<file path="config.mk">
export PLATFORM = sky130hd
export DESIGN_NAME = serial_eeprom_loader
export DESIGN_NICKNAME = d
export VERILOG_FILES = /design/src/core/eeprom_loader_pkg.sv /design/src/core/serial_eeprom_loader.sv
export SDC_FILE = /design/constraint.sdc
export NUM_CORES = 1
export LEC_CHECK = 0
export BUFFER_PORTS_ARGS = -buffer_cell sky130_fd_sc_hd__buf_2
export CAP_MARGIN = 20
export CORE_AREA = 4 4 124 156
export DETAILED_ROUTE_END_ITERATION = 8
export DIE_AREA = 0 0 128 160
export PLACE_DENSITY = 0.76
export SLEW_MARGIN = 5
export SYNTH_ARGS = -nofsm -noshare
export SYNTH_HDL_FRONTEND = slang
export SYNTH_SLANG_ARGS = --single-unit
</file>
<file path="constraint.sdc">
create_clock -name sys_clk_in -period 19.3 [get_ports sys_clk_in]
set_clock_uncertainty 0.05 [all_clocks]
set_input_delay 1.93 -clock sys_clk_in [delete_from_list [all_inputs] [get_ports sys_clk_in]]
set_output_delay 1.93 -clock sys_clk_in [all_outputs]
set_load 0.01 [all_outputs]
</file>
<file path="src/core/eeprom_loader_pkg.sv">
// constants, states and carriers of the serial eeprom loader
// assumes a 100 MHz system clock and a pulled-up two-wire data line
package eeprom_loader_pkg;

	// ****************************************
	// timing
	// ****************************************
	localparam int CLK_KHZ = 100000;
	localparam int CLK_PERIOD_NS = 10;
	localparam int SCL_MAX_KHZ = 100;
	// four quarters per serial clock period, rounded up so the rate never exceeds the maximum
	localparam int QUARTER_CYCLES = (CLK_KHZ + 4 * SCL_MAX_KHZ - 1) / (4 * SCL_MAX_KHZ);
	localparam int BUS_FREE_NS = 4700;
	localparam int BUS_FREE_CYCLES = (BUS_FREE_NS + CLK_PERIOD_NS - 1) / CLK_PERIOD_NS;
	localparam int CNT_W = 10;
	localparam logic [CNT_W-1:0] QUARTER_LAST = CNT_W'(QUARTER_CYCLES - 1);
	localparam logic [CNT_W-1:0] FREE_LAST = CNT_W'(BUS_FREE_CYCLES - 1);

	// ****************************************
	// two-wire framing and image layout
	// ****************************************
	localparam logic [7:0] DEV_ADDR_WR = 8'ha0;
	localparam logic [7:0] DEV_ADDR_RD = 8'ha1;
	localparam logic [3:0] ACK_BIT = 4'h8;
	localparam int LOAD_BYTES = 16;
	localparam int IDX_W = 4;
	localparam logic [IDX_W-1:0] LOAD_LAST = IDX_W'(LOAD_BYTES - 1);
	localparam int OFS_FORMAT = 0;
	localparam int OFS_UID_FIRST = 1;
	localparam int UID_BYTES = 8;
	localparam int OFS_OPTROM = 9;
	localparam int OFS_CIS = 10;
	localparam int OPTROM_W = 6;
	localparam logic [7:0] FMT_BASIC = 8'h00;
	localparam logic [7:0] FMT_CARDBUS = 8'h01;
	localparam logic [7:0] FMT_UID_ONLY = 8'h02;
	localparam logic [7:0] CACHE_RESET = 8'h00;

	// ****************************************
	// types
	// ****************************************
	typedef enum logic [2:0] {
		ST_IDLE = 3'h0,
		ST_START = 3'h1,
		ST_TX = 3'h3,
		ST_RX = 3'h2,
		ST_STOP = 3'h6,
		ST_FREE = 3'h7
	} link_state_e;

	typedef enum logic [1:0] {
		IMG_BASIC = 2'h0,
		IMG_CARDBUS = 2'h1,
		IMG_UID_ONLY = 2'h2,
		IMG_UNKNOWN = 2'h3
	} image_format_e;

	typedef struct packed {
		logic loading;
		logic done;
		logic fail;
		logic absent;
	} load_status_s;

	localparam load_status_s STATUS_RESET = '{loading: 1'b0, done: 1'b0, fail: 1'b0, absent: 1'b0};

endpackage

</file>
<file path="src/core/serial_eeprom_loader.sv">
// two-wire eeprom loader: power-up image load plus single-byte software reads
// assumes sda is pulled up outside, eeprom answers at the fixed device address,
// and the power-on reset is released no later than the first bus reset
//
// What this block does
// - act as master of two-wire eeprom link
// - always drive the serial clock ourselves
// - drive data only during our own bits
// - load eeprom after first reset following power-up
// - soft reset or wake never reloads eeprom
// - software starts eeprom reads, gets data back
// - retry register accesses while load runs
// - flag load failure, detect missing eeprom quickly
// - update option rom offset field after load
// - accept several image layouts, including cardbus
// - serial clock at most 100 kHz
// - bus idle 4.7 us after stop
`timescale 1ns/1ps
module serial_eeprom_loader (
	input wire logic sys_clk_in, // system clock, 100 MHz
	input wire logic reset_n_in, // bus reset, active low, async
	input wire logic por_n_in, // power-on reset, active low, async
	input wire logic ce_in, // clock enable, freezes all state except the reset synchronisers when low
	input wire logic sw_read_req_in, // software read request
	input wire logic [7:0] sw_word_addr_in, // eeprom word address to read
	output logic sw_busy_out, // software read in progress or refused
	output logic sw_done_out, // one-cycle read completion
	output logic sw_nack_out, // last software read was not acknowledged
	output logic [7:0] sw_read_data_out, // byte returned by last read
	output logic access_retry_out, // answer register accesses with retry
	output eeprom_loader_pkg::load_status_s load_status_out, // load status flags
	output eeprom_loader_pkg::image_format_e image_format_out, // decoded layout
	output logic [63:0] node_unique_identifier_out, // identifier from image
	output logic [eeprom_loader_pkg::OPTROM_W-1:0] option_rom_offset_field_out, // option rom
	output logic [7:0] card_info_structure_out, // cardbus info pointer
	output logic scl_out, // serial clock pin
	input wire logic sda_in, // serial data pin level
	output logic sda_out, // serial data pin drive value
	output logic sda_oe_out // serial data drive enable
);
	import eeprom_loader_pkg::*;

	// ****************************************
	// reset release and pin synchronisers
	// ****************************************
	logic rst_meta, rst_n, por_meta, por_n, sda_meta, sda_s;

	// bus reset released through two flops
	always_ff @(posedge sys_clk_in or negedge reset_n_in) begin
		if (!reset_n_in) begin
			rst_meta <= 1'b0;
			rst_n <= 1'b0;
		end else begin
			rst_meta <= 1'b1;
			rst_n <= rst_meta;
		end
	end

	// power-on reset released the same way
	always_ff @(posedge sys_clk_in or negedge por_n_in) begin
		if (!por_n_in) begin
			por_meta <= 1'b0;
			por_n <= 1'b0;
		end else begin
			por_meta <= 1'b1;
			por_n <= por_meta;
		end
	end

	// data pin comes from outside our domain
	always_ff @(posedge sys_clk_in or negedge rst_n) begin
		if (!rst_n) begin
			sda_meta <= 1'b1;
			sda_s <= 1'b1;
		end else if (ce_in) begin
			sda_meta <= sda_in;
			sda_s <= sda_meta;
		end
	end

	// ****************************************
	// link sequencer
	// ****************************************
	link_state_e state, next_state;
	logic [1:0] q, next_q;
	logic [CNT_W-1:0] cnt, next_cnt;
	logic [3:0] bit_cnt, next_bit_cnt;
	logic [7:0] sh, next_sh, word_addr, next_word_addr, sw_data, next_sw_data;
	logic [1:0] phase, next_phase;
	logic [IDX_W-1:0] idx, next_idx;
	logic load_mode, next_load_mode, nack, next_nack, err, next_err;
	logic sw_done, next_sw_done, sw_nack, next_sw_nack;
	logic scl, next_scl, sda_low, next_sda_low, start_load;
	load_status_s status, next_status;
	logic loaded_once, next_loaded_once;
	logic cache_we;
	logic [7:0] cache [LOAD_BYTES];
	logic quarter_end, last_byte, fmt_ok;

	assign quarter_end = (cnt == QUARTER_LAST);
	assign last_byte = !load_mode || (idx == LOAD_LAST);
	assign fmt_ok = (cache[OFS_FORMAT] == FMT_BASIC) || (cache[OFS_FORMAT] == FMT_CARDBUS) ||
		(cache[OFS_FORMAT] == FMT_UID_ONLY);

	// next values of the sequencer, pins follow state and quarter
	always_comb begin
		next_state = state;
		next_q = q;
		next_cnt = cnt;
		next_bit_cnt = bit_cnt;
		next_sh = sh;
		next_word_addr = word_addr;
		next_sw_data = sw_data;
		next_phase = phase;
		next_idx = idx;
		next_load_mode = load_mode;
		next_nack = nack;
		next_err = err;
		next_sw_done = 1'b0;
		next_sw_nack = sw_nack;
		next_status = status;
		start_load = 1'b0;
		cache_we = 1'b0;
		next_scl = 1'b1;
		next_sda_low = 1'b0;
		if (state != ST_IDLE && state != ST_FREE) begin
			next_cnt = quarter_end ? '0 : cnt + 1'b1;
			if (quarter_end) begin
				next_q = q + 1'b1;
			end
		end
		unique case (state)
			ST_IDLE: begin
				next_cnt = '0;
				next_q = 2'h0;
				next_phase = 2'h0;
				next_idx = '0;
				next_err = 1'b0;
				if (!loaded_once && !por_n) begin
					// a power-on reset that outlasts the bus reset holds the load back
					next_state = ST_IDLE;
				end else if (!loaded_once) begin
					// only power-on clears the flag, so later resets never reload
					start_load = 1'b1;
					next_load_mode = 1'b1;
					next_word_addr = 8'h00;
					next_status = '{loading: 1'b1, done: 1'b0, fail: 1'b0, absent: 1'b0};
					next_state = ST_START;
				end else if (sw_read_req_in) begin
					next_load_mode = 1'b0;
					next_word_addr = sw_word_addr_in;
					next_state = ST_START;
				end
			end
			ST_START: begin
				// sda falls while scl high, then scl falls
				next_scl = (q == 2'h1) || (q == 2'h2);
				next_sda_low = q[1];
				if (quarter_end && q == 2'h3) begin
					next_state = ST_TX;
					next_bit_cnt = 4'h0;
					next_sh = (phase == 2'h2) ? DEV_ADDR_RD : DEV_ADDR_WR;
				end
			end
			ST_TX: begin
				next_scl = (q == 2'h1) || (q == 2'h2);
				// release the line for the eeprom acknowledge
				next_sda_low = (bit_cnt != ACK_BIT) && !sh[7];
				if (quarter_end && q == 2'h1 && bit_cnt == ACK_BIT) begin
					next_nack = sda_s;
				end
				if (quarter_end && q == 2'h3) begin
					if (bit_cnt != ACK_BIT) begin
						next_sh = {sh[6:0], 1'b0};
						next_bit_cnt = bit_cnt + 1'b1;
					end else if (nack) begin
						// a silent first address byte means nothing is fitted
						next_err = 1'b1;
						if (load_mode && phase == 2'h0) begin
							next_status.absent = 1'b1;
							next_status.fail = 1'b1; // absent never shows without fail
						end
						next_state = ST_STOP;
					end else begin
						next_bit_cnt = 4'h0;
						next_phase = phase + 1'b1;
						unique case (phase)
							2'h0: next_sh = word_addr;
							2'h1: next_state = ST_START;
							default: next_state = ST_RX;
						endcase
					end
				end
			end
			ST_RX: begin
				next_scl = (q == 2'h1) || (q == 2'h2);
				// master acknowledges every byte except the last
				next_sda_low = (bit_cnt == ACK_BIT) && !last_byte;
				if (quarter_end && q == 2'h1 && bit_cnt != ACK_BIT) begin
					next_sh = {sh[6:0], sda_s};
				end
				if (quarter_end && q == 2'h3) begin
					if (bit_cnt != ACK_BIT) begin
						next_bit_cnt = bit_cnt + 1'b1;
					end else begin
						cache_we = load_mode;
						next_bit_cnt = 4'h0;
						if (last_byte) begin
							next_state = ST_STOP;
						end else begin
							next_idx = idx + 1'b1;
						end
					end
				end
			end
			ST_STOP: begin
				next_scl = (q != 2'h0);
				next_sda_low = !q[1];
				if (quarter_end && q == 2'h3) begin
					next_state = ST_FREE;
					next_cnt = '0;
					if (load_mode) begin
						next_status.loading = 1'b0;
						next_status.done = 1'b1;
						next_status.fail = err || !fmt_ok;
					end else begin
						next_sw_done = 1'b1;
						next_sw_nack = err;
						next_sw_data = err ? 8'hff : sh;
					end
				end
			end
			ST_FREE: begin
				next_cnt = cnt + 1'b1;
				if (cnt == FREE_LAST) begin
					next_state = ST_IDLE;
				end
			end
			default: next_state = ST_IDLE;
		endcase
		next_loaded_once = loaded_once || start_load;
	end

	// sequencer registers
	always_ff @(posedge sys_clk_in or negedge rst_n) begin
		if (!rst_n) begin
			state <= ST_IDLE;
			q <= 2'h0;
			cnt <= '0;
			bit_cnt <= 4'h0;
			sh <= 8'h00;
			word_addr <= 8'h00;
			sw_data <= 8'h00;
			phase <= 2'h0;
			idx <= '0;
			load_mode <= 1'b0;
			nack <= 1'b0;
			err <= 1'b0;
			sw_done <= 1'b0;
			sw_nack <= 1'b0;
			scl <= 1'b1;
			sda_low <= 1'b0;
			status <= STATUS_RESET;
		end else if (ce_in) begin
			state <= next_state;
			q <= next_q;
			cnt <= next_cnt;
			bit_cnt <= next_bit_cnt;
			sh <= next_sh;
			word_addr <= next_word_addr;
			sw_data <= next_sw_data;
			phase <= next_phase;
			idx <= next_idx;
			load_mode <= next_load_mode;
			nack <= next_nack;
			err <= next_err;
			sw_done <= next_sw_done;
			sw_nack <= next_sw_nack;
			scl <= next_scl;
			sda_low <= next_sda_low;
			status <= next_status;
		end
	end

	// survives bus resets, cleared only at power-on
	always_ff @(posedge sys_clk_in or negedge por_n) begin
		if (!por_n) begin
			loaded_once <= 1'b0;
		end else if (ce_in && rst_n) begin
			// held while the bus reset is applied, else the load would be skipped
			loaded_once <= next_loaded_once;
		end
	end

	// ****************************************
	// image cache and decode
	// ****************************************
	genvar gi;
	generate
		for (gi = 0; gi < LOAD_BYTES; gi++) begin : g_cache
			// one byte per entry, written as the load streams past
			always_ff @(posedge sys_clk_in or negedge rst_n) begin
				if (!rst_n) begin
					cache[gi] <= CACHE_RESET;
				end else if (ce_in && cache_we && idx == IDX_W'(gi)) begin
					cache[gi] <= sh;
				end
			end
		end
	endgenerate

	image_format_e fmt, next_fmt;
	logic [63:0] uid, next_uid;
	logic [OPTROM_W-1:0] optrom, next_optrom;
	logic [7:0] card_info_structure, next_cis;

	// layout decides which fields are valid; invalid ones read as zero
	always_comb begin
		next_uid = '0;
		for (int i = 0; i < UID_BYTES; i++) begin
			next_uid[63-8*i -: 8] = cache[OFS_UID_FIRST+i];
		end
		next_optrom = cache[OFS_OPTROM][OPTROM_W-1:0];
		next_cis = 8'h00;
		if (cache[OFS_FORMAT] == FMT_BASIC) begin
			next_fmt = IMG_BASIC;
		end else if (cache[OFS_FORMAT] == FMT_CARDBUS) begin
			next_fmt = IMG_CARDBUS;
			next_cis = cache[OFS_CIS];
		end else if (cache[OFS_FORMAT] == FMT_UID_ONLY) begin
			next_fmt = IMG_UID_ONLY;
			next_optrom = '0;
		end else begin
			next_fmt = IMG_UNKNOWN;
			next_optrom = '0;
		end
		if (!status.done || status.fail) begin
			next_uid = '0;
			next_optrom = '0;
			next_cis = 8'h00;
		end
	end

	// decoded fields held in flops
	always_ff @(posedge sys_clk_in or negedge rst_n) begin
		if (!rst_n) begin
			fmt <= IMG_BASIC;
			uid <= '0;
			optrom <= '0;
			card_info_structure <= 8'h00;
		end else if (ce_in) begin
			fmt <= next_fmt;
			uid <= next_uid;
			optrom <= next_optrom;
			card_info_structure <= next_cis;
		end
	end

	// ****************************************
	// outputs
	// ****************************************
	// open-drain style: the line is only ever pulled low, never driven high
	assign scl_out = scl;
	assign sda_out = 1'b0;
	assign sda_oe_out = sda_low;
	assign access_retry_out = status.loading || !loaded_once;
	assign sw_busy_out = (state != ST_IDLE) || !loaded_once;
	assign sw_done_out = sw_done;
	assign sw_nack_out = sw_nack;
	assign sw_read_data_out = sw_data;
	assign load_status_out = status;
	assign image_format_out = fmt;
	assign node_unique_identifier_out = uid;
	assign option_rom_offset_field_out = optrom;
	assign card_info_structure_out = card_info_structure;

endmodule // serial_eeprom_loader

</file>
==> flow_metrics.tcl, run 1 <==
set metrics [dict create \
    die_area_um2 20500 \
    pre_cts_ws_ns 15.00 \
    clkPwrFrac 0.341 \
    yosys-top-cells-area "dfrtp_1 (59%), mux2_2 (7.8%), a22o_1 (7.8%)" \
    irDropWorstVdd_mv 0.0566 \
    via_per_inst 5.81 \
    layout_common_cells "dfrtp_1 (229), buf_2 (111), a22o_1 (86)" \
    placed_cells 1050 \
    drcViolationCount 0 \
    clk_path_buf_depth 3 \
    min_period_ns 3.93 \
    post_synth_instance_area_um2 9680 \
    final_cells 1091 \
    max_freq_mhz 255 \
    hold_viol 0 \
    crit_required_ns 17.32 \
    gp_congestion 0.907 \
    p_seq_frac 0.497 \
    fin_total_pwr_uw 1190 \
    worstMarginPinSlew_ns 0.983 \
    fin_nets 876 \
    ys.flop_type "dfrtp_1" \
    grt_pass1_vias 6450 \
    grt_pass1_wl_um 34200 \
    postRouteWirelength_um 20600 \
    internal_power_uw 824 \
    tns_ns 0 \
    hold_slack_ns 0.203 \
    r2r-end "cache[89]" \
    cp_top_family "simple AND/OR/NAND/NOR gates" \
    post_synth.cell_area_avg_um2 13.0 \
    async_flop_share 1.00 \
    slew_violations 0 \
    drv_cap 0 \
    start_kind "flop" \
    p_leak_uw 0.00574 \
    area_delta_synth_final_pct 14.9 \
    cp-startpoint "state[1]" \
    hp-class "flop to asynchronous set/reset pin" \
    worst_setup_path_end_kind "output pin" \
    crit_buf_inv 1 \
    synth_warnings 0 \
    yosysTopAreaCell "dfrtp_1" \
    setup_viol 0 \
    drt-initial-drc-count 397 \
    fp-row-count 55 \
    cts_resized 0 \
    p_switching_uw 367 \
    vias 6344 \
    slowest_delay_ns 0.62 \
    crit_path_max_fanout 23 \
    yosysSeqAreaShare 0.603 \
    combPwrFrac 0.162 \
    critPathKind "flop to output pin" \
    synth_edf_count 0 \
    ff2ff_path_depth 5 \
    ys_types 61 \
    die_w_um 128 \
    htree_levels 1 \
    synth_top_area_share 0.595 \
    antenna_found_initial 0 \
    overflow 0 \
    port_buffers 111 \
    first_pass_iters 5 \
    routedWlPerCell_um 18.8 \
    antenna_left 0 \
    rsz0062_at_grt "no" \
    crit_chain "nor3_1, nand2_1, buf_2" \
    root_buffer "clkbuf_16" \
    grtUsageTotal 0.203 \
    synth_cells 744 \
    slowest_stage "dfrtp_1" \
    worst-path-stages 3 \
    num_antenna_cells 0 \
    drive_gt1_frac 0.307 \
    relSlewSlack 0.345 \
    fill_cells 1404 \
    r2r_start "state[1]" \
    cts_buffers 23 \
    fin_ws_ns 15.37 \
    hpwlAfterDp_um 13600 \
    path_clk_slew_ns 0.06 \
    cts_tree "yes" \
    status "finished clean" \
    fp.dieH_um 160 \
    p_per_area_nw_per_um2 107 \
    cts_setup_buffers 0 \
    final.period_utilization 0.203 \
    start_util 0.541 \
    core_area_um2 17900 \
    cts.sinks 233 \
    postCtsHoldBufs 1 \
    switching_share 0.308 \
    final_common_cell "dfrtp_1" \
    grt_max_degree 83 \
    arrival_ns 1.95 \
    ys_seq_elements 233 \
    r2r_slack_ns 16.34 \
    io_pins 113 \
    clock_latency_ns 0.50 \
]
[cell families (layout without fill, tap and decap cells)]
kind of cell,count (synthesis),after routing,share of synthesized area
AOI/OAI and AO/OA,158,158,0.125
xor gates and xnor gates,5,5,0.00453
adders and majority gates,14,14,0.0181
buffers and inverters,60,178,0.0239
DFF,233,233,0.603
muxes,104,104,0.133
other,2,3,0.000776
and+or+nand+nor,168,168,0.0912
[area by class of cell]
| cell class | instances | area, um2 | area share |
|---|---|---|---|
| timing repair buffer | 118 | 611 | 0.0549 |
| clock inverter | 9 | 67.6 | 0.00608 |
| clock buffer | 31 | 616 | 0.0554 |
| tap | 228 | 285 | 0.0257 |
| sequential | 233 | 5840 | 0.525 |
| multi-input combinational | 452 | 3620 | 0.326 |
| inverter | 20 | 75.1 | 0.00676 |
[Yosys cell counts (all sizes together) (2+ instances only)]
library cell	n
and3	8
nand4b	4
nor3	8
nand2	57
a31oi	2
o21ai	24
o22ai	4
a22o	86
ha	14
nor2b	2
and2	3
nand2b	8
or3	2
nor4	11
dfstp	3
a211oi	3
a21oi	17
nand3b	2
nor4b	2
nand3	13
mux2i	3
clkbuf	36
o22a	3
inv	20
and3b	2
xnor2	4
or4	2
mux2	101
buf	4
dfrtp	230
o221ai	2
o31ai	3
nor2	35
a32o	2
nand4	5
conb	2
a21o	2
[per-stage QoR]
stage / util / instance area (um2)
after global routing: 0.621 / 11100
after floorplan: - / 9680
after global placement: 0.582 / 10400
after detailed placement: 0.582 / 10400
final: 0.621 / 11100
after CTS: 0.621 / 11100
[power by group through the flow]
stage          sequential (uW)  combinational, uW  clock [uW]
2_1_floorplan              564                156           0
3_3_place_gp               600                188           0
3_5_place_dp               601                191           0
4_1_cts                    592                192         416
5_1_grt                    599                215         438
6_report                   592                192         407
[sequential cells by signal, summed over array words and instances, names as in the netlist, 2 cells and up]
register and flops:
phase 2, sw_read_data_out 8, option_rom_offset_field_out 6, bit_cnt 4, node_unique_identifier_out 64, image_format_out 2, load_status_out 4, word_addr 8
q 2, sh 8, state 3, cnt 10, idx 4, card_info_structure_out 8, cache 86
[worst max path at each step]
| stage | slack, ns | to |
|---|---|---|
| 2_1_floorplan | 12.35 | bit_cnt[0] |
| 3_3_place_gp | 15.02 | cache[88] |
| 3_5_place_dp | 15.00 | cache[80] |
| 4_1_cts | 15.43 | sw_busy_out |
| 5_1_grt | 15.31 | sw_busy_out |
| 6_report | 15.37 | sw_busy_out |
[layer usage]
layer  vias up  global-route usage  wire length [um]
li1       2920                   -                 -
met1      3206               0.277              8800
met2       184               0.347             10200
met3        34              0.0288              1130
met4         0              0.0439               388
met5         -                   0                 0
[worst register-to-register path, stage by stage, from the launching register on]
cell and delay (ns):
dfrtp_1 0.76, nor3b_1 0.50, nand3_1 0.34, nor4b_4 0.62, nand2_4 0.22, mux2_4 0.35
(Power assumes the default switching activity.)
==> run 2: changes to the inputs <==
--- a/config.mk
+++ b/config.mk
@@ -7,10 +7,10 @@
 export LEC_CHECK = 0
 export BUFFER_PORTS_ARGS = -buffer_cell sky130_fd_sc_hd__buf_2
 export CAP_MARGIN = 20
-export CORE_AREA = 4 4 124 156
+export CORE_AREA = 4 4 128 160
 export DETAILED_ROUTE_END_ITERATION = 8
-export DIE_AREA = 0 0 128 160
-export PLACE_DENSITY = 0.76
+export DIE_AREA = 0 0 132 164
+export PLACE_DENSITY = 0.75
 export SLEW_MARGIN = 5
 export SYNTH_ARGS = -nofsm -noshare
 export SYNTH_HDL_FRONTEND = slang
==> constraint.sdc (replaced) <==
create_clock -name sys_clk_in -period 3.2 [get_ports sys_clk_in]
set_clock_uncertainty 0.05 [all_clocks]
set_input_delay 0.32 -clock sys_clk_in [delete_from_list [all_inputs] [get_ports sys_clk_in]]
set_output_delay 0.32 -clock sys_clk_in [all_outputs]
set_load 0.01 [all_outputs]
==> flow_metrics.tcl, run 2 (same netlist as run 1, synthesis figures left out) <==
set metrics [dict create \
    status "finished clean" \
    root_buffer "clkbuf_16" \
    port_buffers 111 \
    grtUsageTotal 0.199 \
    fp.dieH_um 164 \
    fin_ws_ns 0.346 \
    grt_pass1_vias 6600 \
    grt_max_degree 79 \
    worst_setup_path_end_kind "flop" \
    die_w_um 132 \
    worstMarginPinSlew_ns 0.847 \
    crit_path_max_fanout 8 \
    postPlaceCellArea_um2 10500 \
    finish.instance_area_um2 11400 \
    final_common_cell "dfrtp_1" \
    via_per_inst 5.76 \
    clock_latency_ns 0.50 \
    cts_setup_buffers 0 \
    rsz0062_at_grt "no" \
    slowest_delay_ns 0.61 \
    top_register "cache" \
    routedWlPerCell_um 19.1 \
    clk_path_buf_depth 3 \
    p_leak_uw 0.00587 \
    setup_viol 0 \
    hpwlAfterDp_um 14000 \
    r2r_start "cnt[2]" \
    use_met3 0.0346 \
    io_pins 113 \
    path_clk_slew_ns 0.06 \
    globalRouteMet2Util 0.334 \
    cts_tree "yes" \
    fp-row-count 56 \
    start_util 0.513 \
    final.period_utilization 0.892 \
    placed_cells 1061 \
    largest_register_ffs 86 \
    cts.sinks 233 \
    relSlewSlack 0.435 \
    final_cells 1111 \
    overflow 0 \
    p_per_area_nw_per_um2 652 \
    vias 6396 \
    die_area_um2 21600 \
    core_area_um2 18800 \
    cp-startpoint "cnt[2]" \
    cts_buffers 23 \
    slowest_stage "or4_4" \
    layout_common_cells "dfrtp_1 (229), buf_2 (111), a22o_1 (86)" \
    grt_util_met1 0.266 \
    start_kind "flop" \
    arrival_ns 3.18 \
    drv_cap 0 \
    gp_congestion 0.897 \
    max_freq_mhz 350 \
    antenna_found_initial 0 \
    critPathKind "flop to flop" \
    postRouteWirelength_um 21200 \
    crit_chain "or3b_1, or4_4, nor4_2, nand2_1, mux2_1" \
    first_pass_iters 4 \
    drive_gt1_frac 0.311 \
    grt_pass1_wl_um 35300 \
    cts_resized 0 \
    fin_nets 894 \
    irDropWorstVdd_mv 0.491 \
    pre_cts_ws_ns 0.334 \
    htree_levels 1 \
    hp-class "input port to asynchronous set/reset pin" \
    postCtsHoldBufs 12 \
    grt.busiest_layer "met2" \
    hold_viol 0 \
    antenna_left 0 \
    drt-initial-drc-count 498 \
    num_antenna_cells 0 \
    crit_required_ns 3.52 \
    tns_ns 0 \
    fill_cells 1472 \
    slew_violations 0 \
    min_period_ns 2.85 \
    drcViolationCount 0 \
    area_delta_synth_final_pct 17.6 \
]
==> run 2: through the flow <==
| stage | util | hold slack [ns] | total power (uW) |
|---|---|---|---|
| final | 0.604 | 0.0944 | 7430 |
| after global routing | 0.604 | 0.0953 | 7810 |
| after CTS | 0.604 | 0.0603 | 7480 |
| after detailed placement | 0.559 | -0.0109 | 4830 |
| after global placement | 0.559 | -0.0130 | 4800 |
| after floorplan | - | -0.0256 | 4340 |
==> run 2: layer usage <==
layer | up-vias | wire, um
met1 | 3196 | 9080
li1 | 2948 | -
met4 | 0 | 619
met5 | - | 0
met2 | 200 | 10400
met3 | 52 | 1110
==> run 2: layout make-up <==
cell class / instances / area (um2) / area share
inverters: 20 / 75.1 / 0.00660
multi-input cells: 452 / 3620 / 0.318
clock buffers: 31 / 646 / 0.0567
repair buffers: 136 / 823 / 0.0723
clock inverters: 7 / 87.6 / 0.00770
well taps: 232 / 290 / 0.0255
flip-flops and latches: 233 / 5840 / 0.513
==> run 2: final timing paths <==
path                                         endpoint  cells after the start  slack (ns)
setup / recovery                            cache[97]                      5        0.35
hold / removal                                  rst_n                      2        0.09
setup reg to reg                            cache[97]                      5        0.35
hold reg to reg                                 rst_n                      0        0.30
max in group asynchronous  card_info_structure_out[4]                      1        1.94
min in group sys_clk_in                         rst_n                      0        0.30
==> run 2: critical path, delay by kind of cell (launching register included) <==
family / cells / cell delay (ns)
muxes: 1 / 0.38
and+or+nand+nor: 4 / 1.89
DFF: 1 / 0.42
==> run 2: power breakdown <==
group | leakage (uW) | total [uW] | internal (uW) | switching (uW)
sequential | 0.00318 | 3550 | 3140 | 405
clock | 0.000361 | 2620 | 1570 | 1060
combinational | 0.00233 | 1250 | 512 | 740
total | 0.00587 | 7430 | 5220 | 2200
==> run 3: changes to the inputs <==
--- a/config.mk
+++ b/config.mk
@@ -11,6 +11,7 @@
 export DETAILED_ROUTE_END_ITERATION = 8
 export DIE_AREA = 0 0 132 164
 export PLACE_DENSITY = 0.75
+export REMOVE_ABC_BUFFERS = 1
 export SLEW_MARGIN = 5
 export SYNTH_ARGS = -nofsm -noshare
 export SYNTH_HDL_FRONTEND = slang
==> flow_metrics.tcl, run 3 (same netlist as run 1, synthesis figures left out) <==
set metrics [dict create \
    slowest_delay_ns 0.60 \
    critPathKind "flop to flop" \
    fin_ws_ns 0.333 \
    ff2ff_path_depth 5 \
    port_buffers 111 \
    r2r_start "cnt[3]" \
    cts_resized 0 \
    start_kind "flop" \
    finish.utilization 0.602 \
    grtUsageTotal 0.199 \
    p_per_area_nw_per_um2 652 \
    slowest_stage "or4_4" \
    r2r-end "cache[97]" \
    cp-startpoint "cnt[3]" \
    hold_slack_ns 0.0117 \
    htree_levels 1 \
    final.period_utilization 0.896 \
    drive_gt1_frac 0.312 \
    path_clk_slew_ns 0.06 \
    postRouteWirelength_um 21300 \
    cts_setup_buffers 0 \
    num_antenna_cells 0 \
    rsz0062_at_grt "no" \
    clock_latency_ns 0.50 \
    via_per_inst 5.74 \
    grt_pass1_wl_um 35300 \
    final_common_cell "dfrtp_1" \
    crit_chain "or3b_1, or4_4, nor4_2, nand2_1, mux2_1" \
    cts_tree "yes" \
    finish.instance_area_um2 11400 \
    p_leak_uw 0.00587 \
    min_period_ns 2.87 \
    setup_viol 0 \
    antenna_found_initial 0 \
    clk_path_buf_depth 3 \
    arrival_ns 3.19 \
    gp_congestion 0.892 \
    antenna_left 0 \
    start_util 0.513 \
    first_pass_iters 5 \
    grt_max_degree 82 \
    relSlewSlack 0.405 \
    largest_register_ffs 86 \
    vias 6381 \
    fp.dieH_um 164 \
    fin_nets 892 \
    crit_path_max_fanout 8 \
    r2r_slack_ns 0.33 \
    cts_buffers 22 \
    final-seq-area_um2 5840 \
    fill_cells 1448 \
    irDropWorstVdd_mv 0.458 \
    routedWlPerCell_um 19.2 \
    hp-class "input port to flop" \
    cts.sinks 233 \
    drv_cap 0 \
    die_w_um 132 \
    overflow 0 \
    drcViolationCount 0 \
    core_area_um2 18800 \
    pre_cts_ws_ns 0.328 \
    worst_setup_path_end_kind "flop" \
    die_area_um2 21600 \
    root_buffer "clkbuf_16" \
    hpwlAfterDp_um 14000 \
    worstMarginPinSlew_ns 0.892 \
    crit_end "cache[97]" \
    multiInputGateArea_um2 3620 \
    max_freq_mhz 349 \
    hold_viol 0 \
    layout_common_cells "dfrtp_1 (229), buf_2 (111), a22o_1 (86)" \
    postCtsHoldBufs 11 \
    drt-initial-drc-count 461 \
    io_pins 113 \
    top_register "cache" \
    area_delta_synth_final_pct 17.4 \
    crit_required_ns 3.53 \
    fp-row-count 56 \
    postPlaceCellArea_um2 10500 \
    status "finished clean" \
    grt_pass1_vias 6614 \
    fin_total_pwr_uw 7410 \
    slew_violations 0 \
]
-- run 3: final cells by class --
class,count,share of cell area
Sequential cell,233,0.514
Multi-Input combinational cell,452,0.319
Timing Repair Buffer,135,0.0705
Clock buffer,30,0.0556
Tap cell,232,0.0256
Clock inverter,9,0.00870
Inverter,20,0.00661
-- run 3: worst min-delay path by stage --
stage / cells past startpoint / startpoint / to / slack (ns)
after detailed placement: 0 / por_n / loaded_once / -0.007
after global placement: 0 / por_n / loaded_once / -0.01
after CTS: 2 / sw_word_addr_in[4] / word_addr[4] / 0.0002
after floorplan: 0 / por_n_in / por_meta / -0.03
final: 2 / sw_word_addr_in[4] / word_addr[4] / 0.01
after global routing: 2 / sw_word_addr_in[4] / word_addr[4] / 0.01
-- run 3: critical path, delay by kind of cell, from the launching register on --
| family | cells | cell delay, ns |
|---|---|---|
| flops | 1 | 0.44 |
| simple gates | 4 | 1.85 |
| mux | 1 | 0.41 |
-- run 3: metal layers --
layer | vias to the layer above | part of all wire | global-route usage | wire [um]
met1 | 3209 | 0.45 | 0.269 | 9540
met3 | 47 | 0.044 | 0.0279 | 942
met2 | 172 | 0.48 | 0.335 | 10200
li1 | 2953 | - | - | -
met4 | 0 | 0.029 | 0.0659 | 621
met5 | - | 0 | 0 | 0
-- run 3: report_power, final --
part / internal (uW) / leakage [uW] / switching (uW)
Clock: 1550 / 0.000366 / 1070
Combinational: 509 / 0.00232 / 726
Sequential: 3140 / 0.00318 / 410
-- run 3: through the flow --
step	instances	setup TNS, ns
6_report	1111	0
5_1_grt	1111	0
4_1_cts	1111	0
3_5_place_dp	1061	0
3_3_place_gp	1061	0
2_1_floorplan	705	-851.93
